## src/rtl/bvc_regs.vh

```
// Register offsets, field positions, masks and reset values for the voice control bank.
`ifndef BVC_REGS_VH
`define BVC_REGS_VH
`define BVC_ADDR_W        5
`define BVC_DATA_W        10
`define BVC_FRAME_W       16
`define BVC_OFF_PWDN1     5'h07
`define BVC_OFF_BBCTL     5'h09
`define BVC_OFF_VULCTL    5'h0A
`define BVC_RST_VAL       10'h000
`define BVC_MASK_PWDN1    10'h3FF
`define BVC_MASK_BBCTL    10'h07F
`define BVC_MASK_VULCTL   10'h1FF
`define BVC_RW_READ       1'h1
`define BVC_BIT_RST       0
`define BVC_BIT_EXTERNAL_CALIBRATION_SEL    1
`define BVC_BIT_DLPD      2
`define BVC_BIT_DLW       3
`define BVC_BIT_ULPD      4
`define BVC_BIT_ULW       5
`define BVC_BIT_MVPD      6
`define BVC_BIT_MVW       7
`define BVC_BIT_LOOP      8
`define BVC_BIT_CMSEL     9
`define BVC_BIT_POL       0
`define BVC_BIT_PHA       1
`define BVC_BIT_DIR       2
`define BVC_BIT_RXCDIR    3
`define BVC_BIT_IDLEZ     4
`define BVC_BIT_TXCONT    5
`define BVC_BIT_BYPASS    6
`define BVC_BIT_VUPON     0
`define BVC_GAIN_LSB      1
`define BVC_BIT_AUX       6
`define BVC_BIT_MIC       7
`define BVC_BIT_BIAS      8
`endif

```

## src/rtl/bvc_ctrl_regs.v

```verilog
// Serial-accessed control register bank for the baseband and voice codec paths.
//
// Function
// Codec reset bit holds digital codec reset.
// Reset fills uplink buffer ones, clears filter.
// Reset bit sticks until written zero.
// Calibration select: 0 auto, 1 external.
// Uplink power-down follows window or bit.
// Downlink power-down follows window or bit.
// Mid-voltage driver power-down follows window or bit.
// Loopback bit connects uplink to downlink terminals.
// Common-mode select: half supply or 1.35 V.
// Shift direction: 0 MSB first, 1 LSB.
// Transmit clock: 0 burst, 1 continuous.
// Slicer bypass routes master clock around slicer.
// Pol1 pha1: send falling, sample rising.
// Pol1 pha0: send early, sample falling.
// Pol0 pha1: send rising, sample falling.
// Pol0 pha0: send early, sample rising.
// Receive clock pin: 0 output, 1 input.
// Idle transmit pins float or drive low.
// Amplifier enables act only with uplink power.
// Microphone bias select: 0 2 V, 1 2.5 V.
// Five-bit uplink gain code maps to dB.
// Frame flag: 1 read, 0 write.
// Reserved reads zero; reset clears; write on completion.
`timescale 1ns/1ns
`include "bvc_regs.vh"
module bvc_ctrl_regs #(
	parameter DATA_W  = `BVC_DATA_W,
	parameter FRAME_W = `BVC_FRAME_W
) (
	// Clock and reset.
	input  wire                 core_clk_in,
	input  wire                 reset_n_in,
	// Control serial link.
	input  wire                 ctl_clk_in,
	input  wire                 ctl_sel_n_in,
	input  wire                 ctl_data_in,
	output reg                  ctl_data_out,
	output reg                  ctl_data_oe_out,
	// Window terminals.
	input  wire                 transmit_window_pin_in,
	input  wire                 receive_window_pin_in,
	// DSP port idle state.
	input  wire                 dsp_port_active_in,
	// Codec path controls.
	output wire                 codec_digital_reset_out,
	output wire                 uplink_buffer_fill_out,
	output wire                 downlink_filter_clear_out,
	output wire                 external_calibration_sel_out,
	output wire                 uplink_power_down_out,
	output wire                 downlink_power_down_out,
	output wire                 midvolt_power_down_out,
	output wire                 baseband_loopback_out,
	output wire                 common_mode_sel_out,
	// Baseband port controls.
	output wire                 shift_lsb_first_out,
	output wire                 tx_clock_continuous_out,
	output wire                 slicer_bypass_out,
	output wire                 serial_clock_polarity_out,
	output wire                 serial_clock_phase_out,
	output wire                 dsp_rx_clock_oe_out,
	output wire                 dsp_tx_pins_oe_out,
	output wire                 dsp_tx_pins_drive_low_out,
	// Voice uplink controls.
	output wire                 voice_up_power_out,
	output wire                 aux_input_amp_en_out,
	output wire                 mic_input_amp_en_out,
	output wire                 mic_bias_sel_out,
	output wire [4:0]           voice_up_gain_code_out,
	output reg  signed [4:0]    voice_up_gain_db_out
);

	reg  [2:0]          clk_sync_reg;
	reg  [1:0]          sel_sync_reg;
	reg  [1:0]          dat_sync_reg;
	reg  [DATA_W-1:0]   pwdn1_reg;
	reg  [DATA_W-1:0]   bbctl_reg;
	reg  [DATA_W-1:0]   vulctl_reg;
	reg  [FRAME_W-1:0]  shift_reg;
	reg  [4:0]          count_reg;
	reg  [DATA_W-1:0]   rd_shift_reg;
	reg                 rd_active_reg;
	reg  [1:0]          txw_sync_reg;
	reg  [1:0]          rxw_sync_reg;
	reg  [1:0]          act_sync_reg;

	wire                clk_rise;
	wire                clk_fall;
	wire                sel_active;
	wire                pol;
	wire                pha;
	wire                lsb_first;
	wire                sample_edge;
	wire                launch_edge;
	wire [FRAME_W-1:0]  frame_next;
	wire [4:0]          count_next;
	wire [4:0]          frame_addr;
	wire                frame_read;
	wire [DATA_W-1:0]   frame_data;
	wire [4:0]          hdr_addr;
	wire                hdr_read;
	wire                rd_load;
	wire                rd_launch;
	wire                txw_open;
	wire                rxw_open;
	wire                port_active;

	// Registers are read back through this mask so reserved bits are always zero.
	function [DATA_W-1:0] bvc_read;
		input [4:0] addr;
		begin
			case (addr)
				`BVC_OFF_PWDN1: bvc_read = pwdn1_reg & `BVC_MASK_PWDN1;
				`BVC_OFF_BBCTL: bvc_read = bbctl_reg & `BVC_MASK_BBCTL;
				`BVC_OFF_VULCTL: bvc_read = vulctl_reg & `BVC_MASK_VULCTL;
				default: bvc_read = `BVC_RST_VAL;
			endcase
		end
	endfunction

	// Word order is data in the top ten bits, address next, flag last, as sent.
	function [FRAME_W-1:0] bvc_shift;
		input [FRAME_W-1:0] cur;
		input               bit_in;
		input               lsb;
		begin
			if (lsb) begin
				bvc_shift = {bit_in, cur[FRAME_W-1:1]};
			end else begin
				bvc_shift = {cur[FRAME_W-2:0], bit_in};
			end
		end
	endfunction

	always @(posedge core_clk_in or negedge reset_n_in) begin
		if (!reset_n_in) begin
			clk_sync_reg <= 3'h0;
			sel_sync_reg <= 2'h3;
			dat_sync_reg <= 2'h0;
			txw_sync_reg <= 2'h0;
			rxw_sync_reg <= 2'h0;
			act_sync_reg <= 2'h0;
		end else begin
			clk_sync_reg <= {clk_sync_reg[1:0], ctl_clk_in};
			sel_sync_reg <= {sel_sync_reg[0], ctl_sel_n_in};
			dat_sync_reg <= {dat_sync_reg[0], ctl_data_in};
			txw_sync_reg <= {txw_sync_reg[0], transmit_window_pin_in};
			rxw_sync_reg <= {rxw_sync_reg[0], receive_window_pin_in};
			act_sync_reg <= {act_sync_reg[0], dsp_port_active_in};
		end
	end

	// The window and port pins are asynchronous, so the outputs follow them two cycles late.
	assign txw_open    = txw_sync_reg[1];
	assign rxw_open    = rxw_sync_reg[1];
	assign port_active = act_sync_reg[1];

	assign clk_rise   = clk_sync_reg[1] & ~clk_sync_reg[2];
	assign clk_fall   = ~clk_sync_reg[1] & clk_sync_reg[2];
	assign sel_active = ~sel_sync_reg[1];
	assign pol        = bbctl_reg[`BVC_BIT_POL];
	assign pha        = bbctl_reg[`BVC_BIT_PHA];
	assign lsb_first  = bbctl_reg[`BVC_BIT_DIR];

	// Polarity XOR phase picks the sampling edge; the launch edge is the other one.
	assign sample_edge = (pol ^ pha) ? clk_fall : clk_rise; // see see see
	// Read data always moves on the edge opposite the sampling edge, half a period ahead.
	assign launch_edge = (pol ^ pha) ? clk_rise : clk_fall; // see see see

	assign frame_next = bvc_shift(shift_reg, dat_sync_reg[1], lsb_first);
	assign count_next = count_reg + 5'h01;
	assign frame_addr = lsb_first ? frame_next[5:1] : frame_next[5:1];
	assign frame_read = frame_next[0] == `BVC_RW_READ;
	assign frame_data = frame_next[FRAME_W-1:FRAME_W-DATA_W];

	// Reads work only LSB-first, where the header leads; an MSB-first read frame is ignored.
	assign hdr_addr  = frame_next[FRAME_W-1:FRAME_W-5];
	assign hdr_read  = frame_next[FRAME_W-6] == `BVC_RW_READ;
	assign rd_load   = sample_edge && count_next == 5'h06 && lsb_first && hdr_read;
	assign rd_launch = launch_edge && rd_active_reg && count_reg < FRAME_W[4:0];

	always @(posedge core_clk_in or negedge reset_n_in) begin
		if (!reset_n_in) begin
			shift_reg <= {FRAME_W{1'b0}};
			count_reg <= 5'h00;
			pwdn1_reg <= `BVC_RST_VAL;
			bbctl_reg <= `BVC_RST_VAL;
			vulctl_reg <= `BVC_RST_VAL;
		end else if (!sel_active) begin
			count_reg <= 5'h00;
		end else if (sample_edge && count_reg < FRAME_W[4:0]) begin
			shift_reg <= frame_next;
			count_reg <= count_next;
			// A write lands only when its last bit has arrived; a cut frame changes nothing.
			if (count_next == FRAME_W[4:0] && !frame_read) begin
				case (frame_addr)
					`BVC_OFF_PWDN1: pwdn1_reg <= frame_data & `BVC_MASK_PWDN1;
					`BVC_OFF_BBCTL: bbctl_reg <= frame_data & `BVC_MASK_BBCTL;
					`BVC_OFF_VULCTL: vulctl_reg <= frame_data & `BVC_MASK_VULCTL;
					default: pwdn1_reg <= pwdn1_reg;
				endcase
			end
		end
	end

	// Read data follows the six header bits, so it is loaded once the address is in.
	always @(posedge core_clk_in or negedge reset_n_in) begin
		if (!reset_n_in) begin
			rd_shift_reg <= `BVC_RST_VAL;
			rd_active_reg <= 1'b0;
			ctl_data_out <= 1'b0;
			ctl_data_oe_out <= 1'b0;
		end else if (!sel_active) begin
			rd_active_reg <= 1'b0;
			ctl_data_oe_out <= 1'b0;
		end else if (rd_load) begin
			rd_shift_reg <= bvc_read(hdr_addr);
			rd_active_reg <= 1'b1;
		end else if (rd_launch) begin
			ctl_data_oe_out <= 1'b1;
			ctl_data_out <= lsb_first ? rd_shift_reg[0] : rd_shift_reg[DATA_W-1];
			rd_shift_reg <= lsb_first ? {1'b0, rd_shift_reg[DATA_W-1:1]}
				: {rd_shift_reg[DATA_W-2:0], 1'b0};
		end
	end

	assign codec_digital_reset_out      = pwdn1_reg[`BVC_BIT_RST]; // see
	assign uplink_buffer_fill_out       = pwdn1_reg[`BVC_BIT_RST];
	assign downlink_filter_clear_out    = pwdn1_reg[`BVC_BIT_RST];
	assign external_calibration_sel_out = pwdn1_reg[`BVC_BIT_EXTERNAL_CALIBRATION_SEL];
	assign uplink_power_down_out = pwdn1_reg[`BVC_BIT_ULW] ? pwdn1_reg[`BVC_BIT_ULPD]
		: ~txw_open;
	assign downlink_power_down_out = pwdn1_reg[`BVC_BIT_DLW] ? pwdn1_reg[`BVC_BIT_DLPD]
		: ~rxw_open;
	assign midvolt_power_down_out = pwdn1_reg[`BVC_BIT_MVW] ? pwdn1_reg[`BVC_BIT_MVPD]
		: ~txw_open;
	assign baseband_loopback_out   = pwdn1_reg[`BVC_BIT_LOOP];
	assign common_mode_sel_out     = pwdn1_reg[`BVC_BIT_CMSEL];

	assign shift_lsb_first_out       = lsb_first;
	assign tx_clock_continuous_out   = bbctl_reg[`BVC_BIT_TXCONT];
	assign slicer_bypass_out         = bbctl_reg[`BVC_BIT_BYPASS];
	assign serial_clock_polarity_out = pol;
	assign serial_clock_phase_out    = pha;
	assign dsp_rx_clock_oe_out       = ~bbctl_reg[`BVC_BIT_RXCDIR];
	// Idle pins either float or are pulled to ground by the pad driving low.
	assign dsp_tx_pins_oe_out = port_active | ~bbctl_reg[`BVC_BIT_IDLEZ];
	assign dsp_tx_pins_drive_low_out = ~port_active & ~bbctl_reg[`BVC_BIT_IDLEZ];

	assign voice_up_power_out   = vulctl_reg[`BVC_BIT_VUPON];
	assign aux_input_amp_en_out = vulctl_reg[`BVC_BIT_VUPON] & vulctl_reg[`BVC_BIT_AUX];
	assign mic_input_amp_en_out = vulctl_reg[`BVC_BIT_VUPON] & vulctl_reg[`BVC_BIT_MIC];
	assign mic_bias_sel_out     = vulctl_reg[`BVC_BIT_BIAS];
	assign voice_up_gain_code_out = vulctl_reg[`BVC_GAIN_LSB+4:`BVC_GAIN_LSB];

	// Unlisted codes fall back to the lowest gain, which is the safe choice for a microphone.
	always @(posedge core_clk_in or negedge reset_n_in) begin
		if (!reset_n_in) begin
			voice_up_gain_db_out <= 5'h1A;
		end else begin
			case (vulctl_reg[`BVC_GAIN_LSB+4:`BVC_GAIN_LSB])
				5'h00: voice_up_gain_db_out <= 5'h1A;
				5'h01: voice_up_gain_db_out <= 5'h1B;
				5'h02: voice_up_gain_db_out <= 5'h1C;
				5'h03: voice_up_gain_db_out <= 5'h1D;
				5'h04: voice_up_gain_db_out <= 5'h1E;
				5'h05: voice_up_gain_db_out <= 5'h1F;
				5'h06: voice_up_gain_db_out <= 5'h00;
				5'h07: voice_up_gain_db_out <= 5'h01;
				5'h08: voice_up_gain_db_out <= 5'h02;
				5'h09: voice_up_gain_db_out <= 5'h03;
				5'h0A: voice_up_gain_db_out <= 5'h04;
				5'h0B: voice_up_gain_db_out <= 5'h05;
				5'h0C: voice_up_gain_db_out <= 5'h06;
				5'h10: voice_up_gain_db_out <= 5'h14;
				5'h11: voice_up_gain_db_out <= 5'h07;
				5'h12: voice_up_gain_db_out <= 5'h08;
				5'h13: voice_up_gain_db_out <= 5'h09;
				5'h14: voice_up_gain_db_out <= 5'h0A;
				5'h15: voice_up_gain_db_out <= 5'h0B;
				5'h16: voice_up_gain_db_out <= 5'h0C;
				5'h17: voice_up_gain_db_out <= 5'h15;
				5'h18: voice_up_gain_db_out <= 5'h16;
				5'h19: voice_up_gain_db_out <= 5'h17;
				5'h1A: voice_up_gain_db_out <= 5'h18;
				5'h1B: voice_up_gain_db_out <= 5'h19;
				default: voice_up_gain_db_out <= 5'h14;
			endcase
		end
	end

endmodule // bvc_ctrl_regs

```

## config.mk

```make
export PLATFORM = sky130hd
export DESIGN_NAME = bvc_ctrl_regs
export DESIGN_NICKNAME = d
export VERILOG_FILES = /design/src/rtl/bvc_ctrl_regs.v
export VERILOG_INCLUDE_DIRS = /design/src /design/src/rtl
export SDC_FILE = /design/constraint.sdc
export NUM_CORES = 1
export LEC_CHECK = 0
export ABC_AREA = 1
export BUFFER_PORTS_ARGS = -buffer_cell sky130_fd_sc_hd__buf_2
export CORE_ASPECT_RATIO = 1.4
export CORE_UTILIZATION = 47
export CTS_CLUSTER_SIZE = 10
export DETAILED_ROUTE_END_ITERATION = 6
export GPL_ROUTABILITY_DRIVEN = 0
export PLACE_DENSITY = 0.68
export SYNTH_ARGS = -nofsm -noshare
export SYNTH_HDL_FRONTEND = slang
export SYNTH_SLANG_ARGS = --single-unit
```

## constraint.sdc

```tcl
create_clock -name core_clk_in -period 1.73 [get_ports core_clk_in]
set_input_delay 0.2595 -clock core_clk_in [delete_from_list [all_inputs] [get_ports core_clk_in]]
set_output_delay 0.2595 -clock core_clk_in [all_outputs]
set_load 0.02 [all_outputs]
```

==> results of run 1 <==
cell usage in the layout, fill, tap and decap left out, types with 10 or more instances in the layout:
master / Yosys / routed
a21oi_1: 12 / 10
buf_2: 5 / 39
buf_4: 12 / 35
clkbuf_16: 0 / 12
dfrtp_1: 73 / 71
inv_1: 50 / 49
nand2_1: 158 / 131
nand2_2: 8 / 29
nand3_1: 58 / 52
nor2_1: 28 / 23
o21ai_0: 55 / 35
o21ai_1: 5 / 16
per-stage QoR:
step / hold slack [ns] / total power [mW] / setup TNS (ns) / worst slack (ns)
floorplan: -0.0361 / 2.10 / 0 / 0.0157
global placement: 0.188 / 2.26 / 0 / 0.00409
detailed placement: 0.189 / 2.27 / -0.266 / -0.0325
CTS: 0.00861 / 3.97 / 0 / 0.00381
global route: 0.0101 / 4.17 / -4.34 / -0.208
finish: 0.0125 / 4.00 / -1.51 / -0.140
synthesized netlist by cell type:
master,number,share of area [%]
a21boi_0,1,0.18
nand2_1,158,14
nand3_4,1,0.42
buf_4,12,2.2
nor2_2,1,0.15
nor3_1,2,0.24
nand3_2,1,0.24
nand2_2,8,1.2
inv_1,50,4.5
nor2_8,1,0.49
and2_0,1,0.15
dfstp_2,5,3.2
buf_2,5,0.61
xnor2_1,1,0.21
or2_2,1,0.15
xor2_1,1,0.21
o21bai_1,1,0.18
ha_1,9,2.7
a31oi_1,1,0.15
dfrtp_1,73,44
nor3_2,1,0.24
a211oi_1,1,0.18
clkbuf_1,6,0.55
nand4_1,4,0.61
o31ai_1,1,0.18
o21ai_2,1,0.21
nor2_4,4,1.1
nor2_1,28,2.5
buf_6,2,0.55
buf_8,1,0.36
o21ai_0,55,6.7
inv_2,2,0.18
nand2_4,3,0.82
o21ai_4,1,0.39
a21oi_1,12,1.5
clkinv_1,1,0.091
nand3_1,58,7.0
o21ai_1,5,0.61
o22ai_1,1,0.15
inv_4,1,0.15
worst max-delay path, stage by stage, from the launching register on:
cell and delay, ns:
dfrtp_2 0.45, buf_6 0.14, nand4_1 0.16, nand2_4 0.10, nor2_4 0.10, nand4_1 0.16, inv_2 0.14, buf_6 0.11
nand3_4 0.10, buf_6 0.17, nand2_2 0.07, o21ai_2 0.06
logic make-up after synthesis:
logic type                 synth area share, %
and+or+nand+nor                           29.8
AOI/OAI and AO/OA                         10.4
buffers and inverters                     9.22
DFF                                       47.5
adders and majority gates                 2.73
xor gates and xnor gates                 0.425
worst paths after layout:
| kind | startpoint | end |
|---|---|---|
| worst max-delay path | count_reg[1] | pwdn1_reg[4] |
| worst min-delay path | ctl_sel_n_in | sel_sync_reg[0] |
| worst max register to register | count_reg[1] | pwdn1_reg[4] |
| worst min register to register | dat_sync_reg[0] | dat_sync_reg[1] |
| max in group asynchronous | reset_n_in | sel_sync_reg[1] |
| min in group asynchronous | reset_n_in | vulctl_reg[0] |
report_power, final:
part	internal, mW	total (mW)	switching (mW)	leakage (nW)
sequential	1.89	1.93	0.0393	1.04
clock	0.965	1.71	0.747	0.128
combinational	0.130	0.361	0.231	1.41
total	2.99	4.00	1.02	2.58
layout make-up:
class | count | area, um2 | area share, %
clock buffers | 10 | 229 | 4.29
inverters | 54 | 208 | 3.89
multi-input cells | 364 | 2030 | 38.0
clock inverters | 6 | 38.8 | 0.727
repair buffers | 92 | 744 | 13.9
well taps | 105 | 131 | 2.46
flip-flops and latches | 78 | 1960 | 36.7
per-layer routing:
layer | vias up | routed length, um | track usage [%] | part of all wire [%]
met3 | 42 | 434 | 4.52 | 3.9
met5 | - | 0 | 0 | 0
met2 | 122 | 5900 | 39.9 | 53
met1 | 1810 | 4290 | 27.0 | 38
met4 | 0 | 520 | 15.1 | 4.7
li1 | 1823 | - | - | -
what timing repair did:
action                     in CTS  in global routing
setup buffers                   0                  7
setup endpoints to repair      33                 44
hold buffers                    1                  0
cloned                          0                  8
pin swaps                       3                 17
hold endpoints to repair       21                  0
resized for setup              12                 91
==> results.md, run 1 <==
- Top Ports: 41
- Clk_lat worst skew: between 0.3 and 0.4 ns
- Slew margin rel.: between 50% and 60%
- Hold Crit Depth: 1
- DR pass1 iterations: 5
- Vias in the first global route: ~3500
- Worst reg2reg setup slack: -0.14 ns
- ANT nets after route: 0
- Vias: approximately 3800
- Syn-to-layout area delta: 29.4%
- Total grt overflow: 0
- Synthesized Nets: 538
- Final Hold Fails: 0
- Max reg flops: 16
- Netlist Area Pre-Place: 4130 um2
- Leak pwr: about 2.6 nW
- CTS root buf: clkbuf_16
- Placed instance area: 4620 um2
- Antenna Cells: 0
- Fillers: 715
- Post-DP HPWL: roughly 7300 um
- RSZ-0062 raised after global routing: yes
- Starting Density: 48.2%
- Rows: 40
- Clock Skew: approximately 0.0057 ns
- Final Cell Area: between 5000 and 6000 um2
- Fin crit period: roughly 1.9 ns
- Post-synthesis cell type count: 40
- Tot GR Track Use: 23.7%
- Fin nets: a little over 600
- Worst slew pin tran: 0.628 ns
- Fmax: between 500 and 600 MHz
- TritonCTS buffer count: 9
- Via density: 5.36
- Post-layout util: 62.4%
- Maximum vdd drop: around 640 uV
- Sequential-to-total area share from yosys stat: a little under half
- Failing checks: negative setup slack
- Endpoints failing setup: 24
- DRC viols: 0
- Final period util: 108%
- Vert. Die Dim: between 100 and 150 um
- Clock transition at the registers of the reported paths: ~0.06 ns
- Crit end category: register
- Die ar.: between 9000 and 10000 um2
- Status: finished, violations left
- Die X: just over 80 um
- Worst EP arrival: 2.09 ns
- Num Clock Sinks: between 70 and 80
- Final std cells w/o fill: 709
- H-tree depth: 3
- Max-slew violations: 0
- PwrDens: approximately 750 nW/um2
- Critical Path Source Type: register
- Post-Synthesis Cells: between 500 and 600
- Mean routed wirelength per cell: 15.7 um
- Port bufs: 40
- CTS tree: built
- WS Path Type: reg2reg
- First-pass GRT wire length: around 16000 um
- Area of the core: 8560 um2
- Clock Tree Buf Depth: 2
- Synthesized area per cell: around 7.9 um2
- Critical Path RT: 1.95 ns
- Layout cells sized above 1: between 30% and 40%
- Initial antenna violation count: 0
- Final wirelength: between 10000 and 15000 um
- Max FO, Critical Path: 5
- Largest net degree at the start of global routing: 40
- Inst Count DP: around 680
- Reg2Reg Depth: 11
- Worst hold path class: in2reg
- Drt first-iter violations: around 350
- Yosys warns: 0
- Final worst slack: -0.140 ns
- Max Cap Violations: 0
- Flops & latches, synth: 78
Power figures use the tool's default switching activity.
==> inputs of run 2 (changes only) <==
--- a/config.mk
+++ b/config.mk
@@ -7,13 +7,12 @@
 export NUM_CORES = 1
 export LEC_CHECK = 0
 export ABC_AREA = 1
-export BUFFER_PORTS_ARGS = -buffer_cell sky130_fd_sc_hd__buf_2
 export CORE_ASPECT_RATIO = 1.4
 export CORE_UTILIZATION = 47
 export CTS_CLUSTER_SIZE = 10
 export DETAILED_ROUTE_END_ITERATION = 6
+export DONT_BUFFER_PORTS = 1
 export GPL_ROUTABILITY_DRIVEN = 0
-export PLACE_DENSITY = 0.68
 export SYNTH_ARGS = -nofsm -noshare
 export SYNTH_HDL_FRONTEND = slang
 export SYNTH_SLANG_ARGS = --single-unit
==> results.md, run 2 (synthesis gave the netlist of run 1 again) <==
- Status: finished, violations left
- Failing checks: negative hold slack, negative setup slack
- Clock Skew: about 0.0055 ns
- Top delay family on crit path: simple AND/OR/NAND/NOR gates
- Fin nets: ~600
- Via density: 5.27
- Syn-to-layout area delta: 27.7%
- Layout cells sized above 1: 27.4%
- Hold WS: -0.387 ns
- Leak pwr: ~2.5 nW
- First-pass GRT wire length: 15800 um
- Critical-path top delay cell: dfrtp_2
- Register area: a little under 2000 um2
- Clk_lat worst skew: 0.34 ns
- Port bufs: 0
- Wire length on met1: ~4300 um
- Starting Density: between 40% and 50%
- DR pass1 iterations: 4
- Final period util: 103%
- Max FO, Critical Path: 7
- Slew margin rel.: about three fifths
- Final worst slack: -0.0534 ns
- Rows: 40
- Crit end category: register
- Vias in the first global route: approximately 3300
- Drt first-iter violations: roughly 170
- ANT nets after route: 0
- Most common cell after layout, fill and taps aside: nand2_1
- Place WS: -0.182 ns
- Clock transition at the registers of the reported paths: roughly 0.060 ns
- Area of the core: about 8600 um2
- Metal2 WL: ~5500 um
- Cell breakdown of the critical path: buf_6 -> nand2_4 -> o21ai_4 -> nor2_2 -> nand3_2 -> nor2_2 -> nand2_2 -> nor3_4 -> buf_6 -> nand2_2 -> nand2_1
- Num Clock Sinks: about 80
- Largest net degree at the start of global routing: 79
- Worst reg2reg setup slack: -0.05 ns
- Maximum vdd drop: ~620 uV
- Top Ports: 41
- Vert. Die Dim: 113 um
- Final wirelength: approximately 11000 um
- Clock Tree Buf Depth: 2
- WS Path Type: reg2reg
- Worst slew pin tran: ~0.6 ns
- Fmax: 561 MHz
- Fin crit period: 1.78 ns
- Highest routed layer: met4
- Die X: between 80 and 90 um
- Mean routed wirelength per cell: ~15 um
- H-tree depth: 3
- Initial antenna violation count: 0
- Tot GR Track Use: a little under a quarter
- Antenna Cells: 0
- Inst Count DP: about 650
- Max Cap Violations: 0
- Fillers: slightly above 700
- Most frequent cells in the layout: nand2_1, dfrtp_1, nand3_1, buf_4, o21ai_0
- Max reg flops: 16
- Critical Path Source Type: register
- Max-slew violations: 0
- Hold buffers post-CTS: 6
- Post-DP HPWL: between 6000 and 7000 um
- FF-to-FF End: bbctl_reg[2]
- Reg2reg start: bbctl_reg[2]
- Critical Path Max Stage Delay: 0.47 ns
- Final Hold Fails: 78
- TritonCTS buffer count: 9
- RSZ-0062 raised after global routing: yes
- DRC viols: 0
- Met3 WL: 420 um
- Multi-input logic area: around 2000 um2
- Critical Path RT: 2.00 ns
- PwrDens: roughly 780 nW/um2
- CTS root buf: clkbuf_16
- CTS tree: built
- Final std cells w/o fill: 690
- Total grt overflow: 0
- Die ar.: a little over 9000 um2
- Reg2Reg Depth: 11
- Endpoints failing setup: 10
- WP buf/inv: 2
- Worst hold path class: in2async
- Vias: 3639
- Worst EP arrival: between 2 and 2.5 ns
[run 2: timing repair]
item	CTS	global route
cloned	0	6
pin swaps	1	19
gates resized for setup	4	72
setup endpoints to repair	36	53
endpoints found under the hold margin	84	78
setup buffers	2	12
[run 2: final cells by class]
cell class              instances  share of cell area (%)
clock buffers                  11                    4.42
clock inverters                 5                   0.950
inverters                      54                    3.90
multi-input cells             365                    38.0
flip-flops and latches         78                    37.2
well taps                     105                    2.49
repair buffers                 72                    13.0
[run 2: per-layer routing]
metal  vias to the layer above  track usage [%]
li1                       1782                -
met1                      1732             27.9
met2                        95             38.8
met3                        30             4.11
met4                         0             11.2
met5                         -                0
[run 2: worst max path at each step]
stage	from	endpoint	slack (ns)	depth (start not counted)
floorplan	bbctl_reg[2]	rd_shift_reg[7]	0.02	10
global placement	bbctl_reg[2]	pwdn1_reg[0]	-0.1	8
detailed placement	bbctl_reg[2]	rd_shift_reg[1]	-0.18	9
CTS	bbctl_reg[1]	vulctl_reg[2]	0.008	12
global route	bbctl_reg[2]	bbctl_reg[2]	-0.14	11
finish	bbctl_reg[2]	bbctl_reg[2]	-0.05	11
[run 2: worst reg2reg max path, stage by stage, from the launching register on]
cell and delay, ns:
dfrtp_2 0.47, buf_6 0.16, nand2_4 0.07, o21ai_4 0.06, nor2_2 0.14, nand3_2 0.13
nor2_2 0.16, nand2_2 0.07, nor3_4 0.17, buf_6 0.17, nand2_2 0.05, nand2_1 0.06
[run 2: power by group]
group / total [mW] / internal, mW / switching (mW) / leakage [nW]
Combinational: 0.344 / 0.147 / 0.196 / 1.36
Sequential: 1.93 / 1.89 / 0.0383 / 1.04
Clock: 1.83 / 1.11 / 0.719 / 0.143
Total: 4.10 / 3.15 / 0.954 / 2.53
[run 2: through the flow]
| step | hold slack (ns) | TNS [ns] | util (%) | cell area (um2) | power (mW) |
|---|---|---|---|---|---|
| detailed placement | -0.0343 | -2.79 | 52.6 | 4500 | 2.23 |
| finish | -0.387 | -0.339 | 61.5 | 5270 | 4.10 |
| floorplan | -0.0361 | 0 | - | 4130 | 2.10 |
| CTS | -0.396 | 0 | 56.9 | 4870 | 4.07 |
| global route | -0.399 | -3.08 | 61.5 | 5270 | 4.26 |
| global placement | -0.0345 | -1.60 | 52.6 | 4500 | 2.22 |
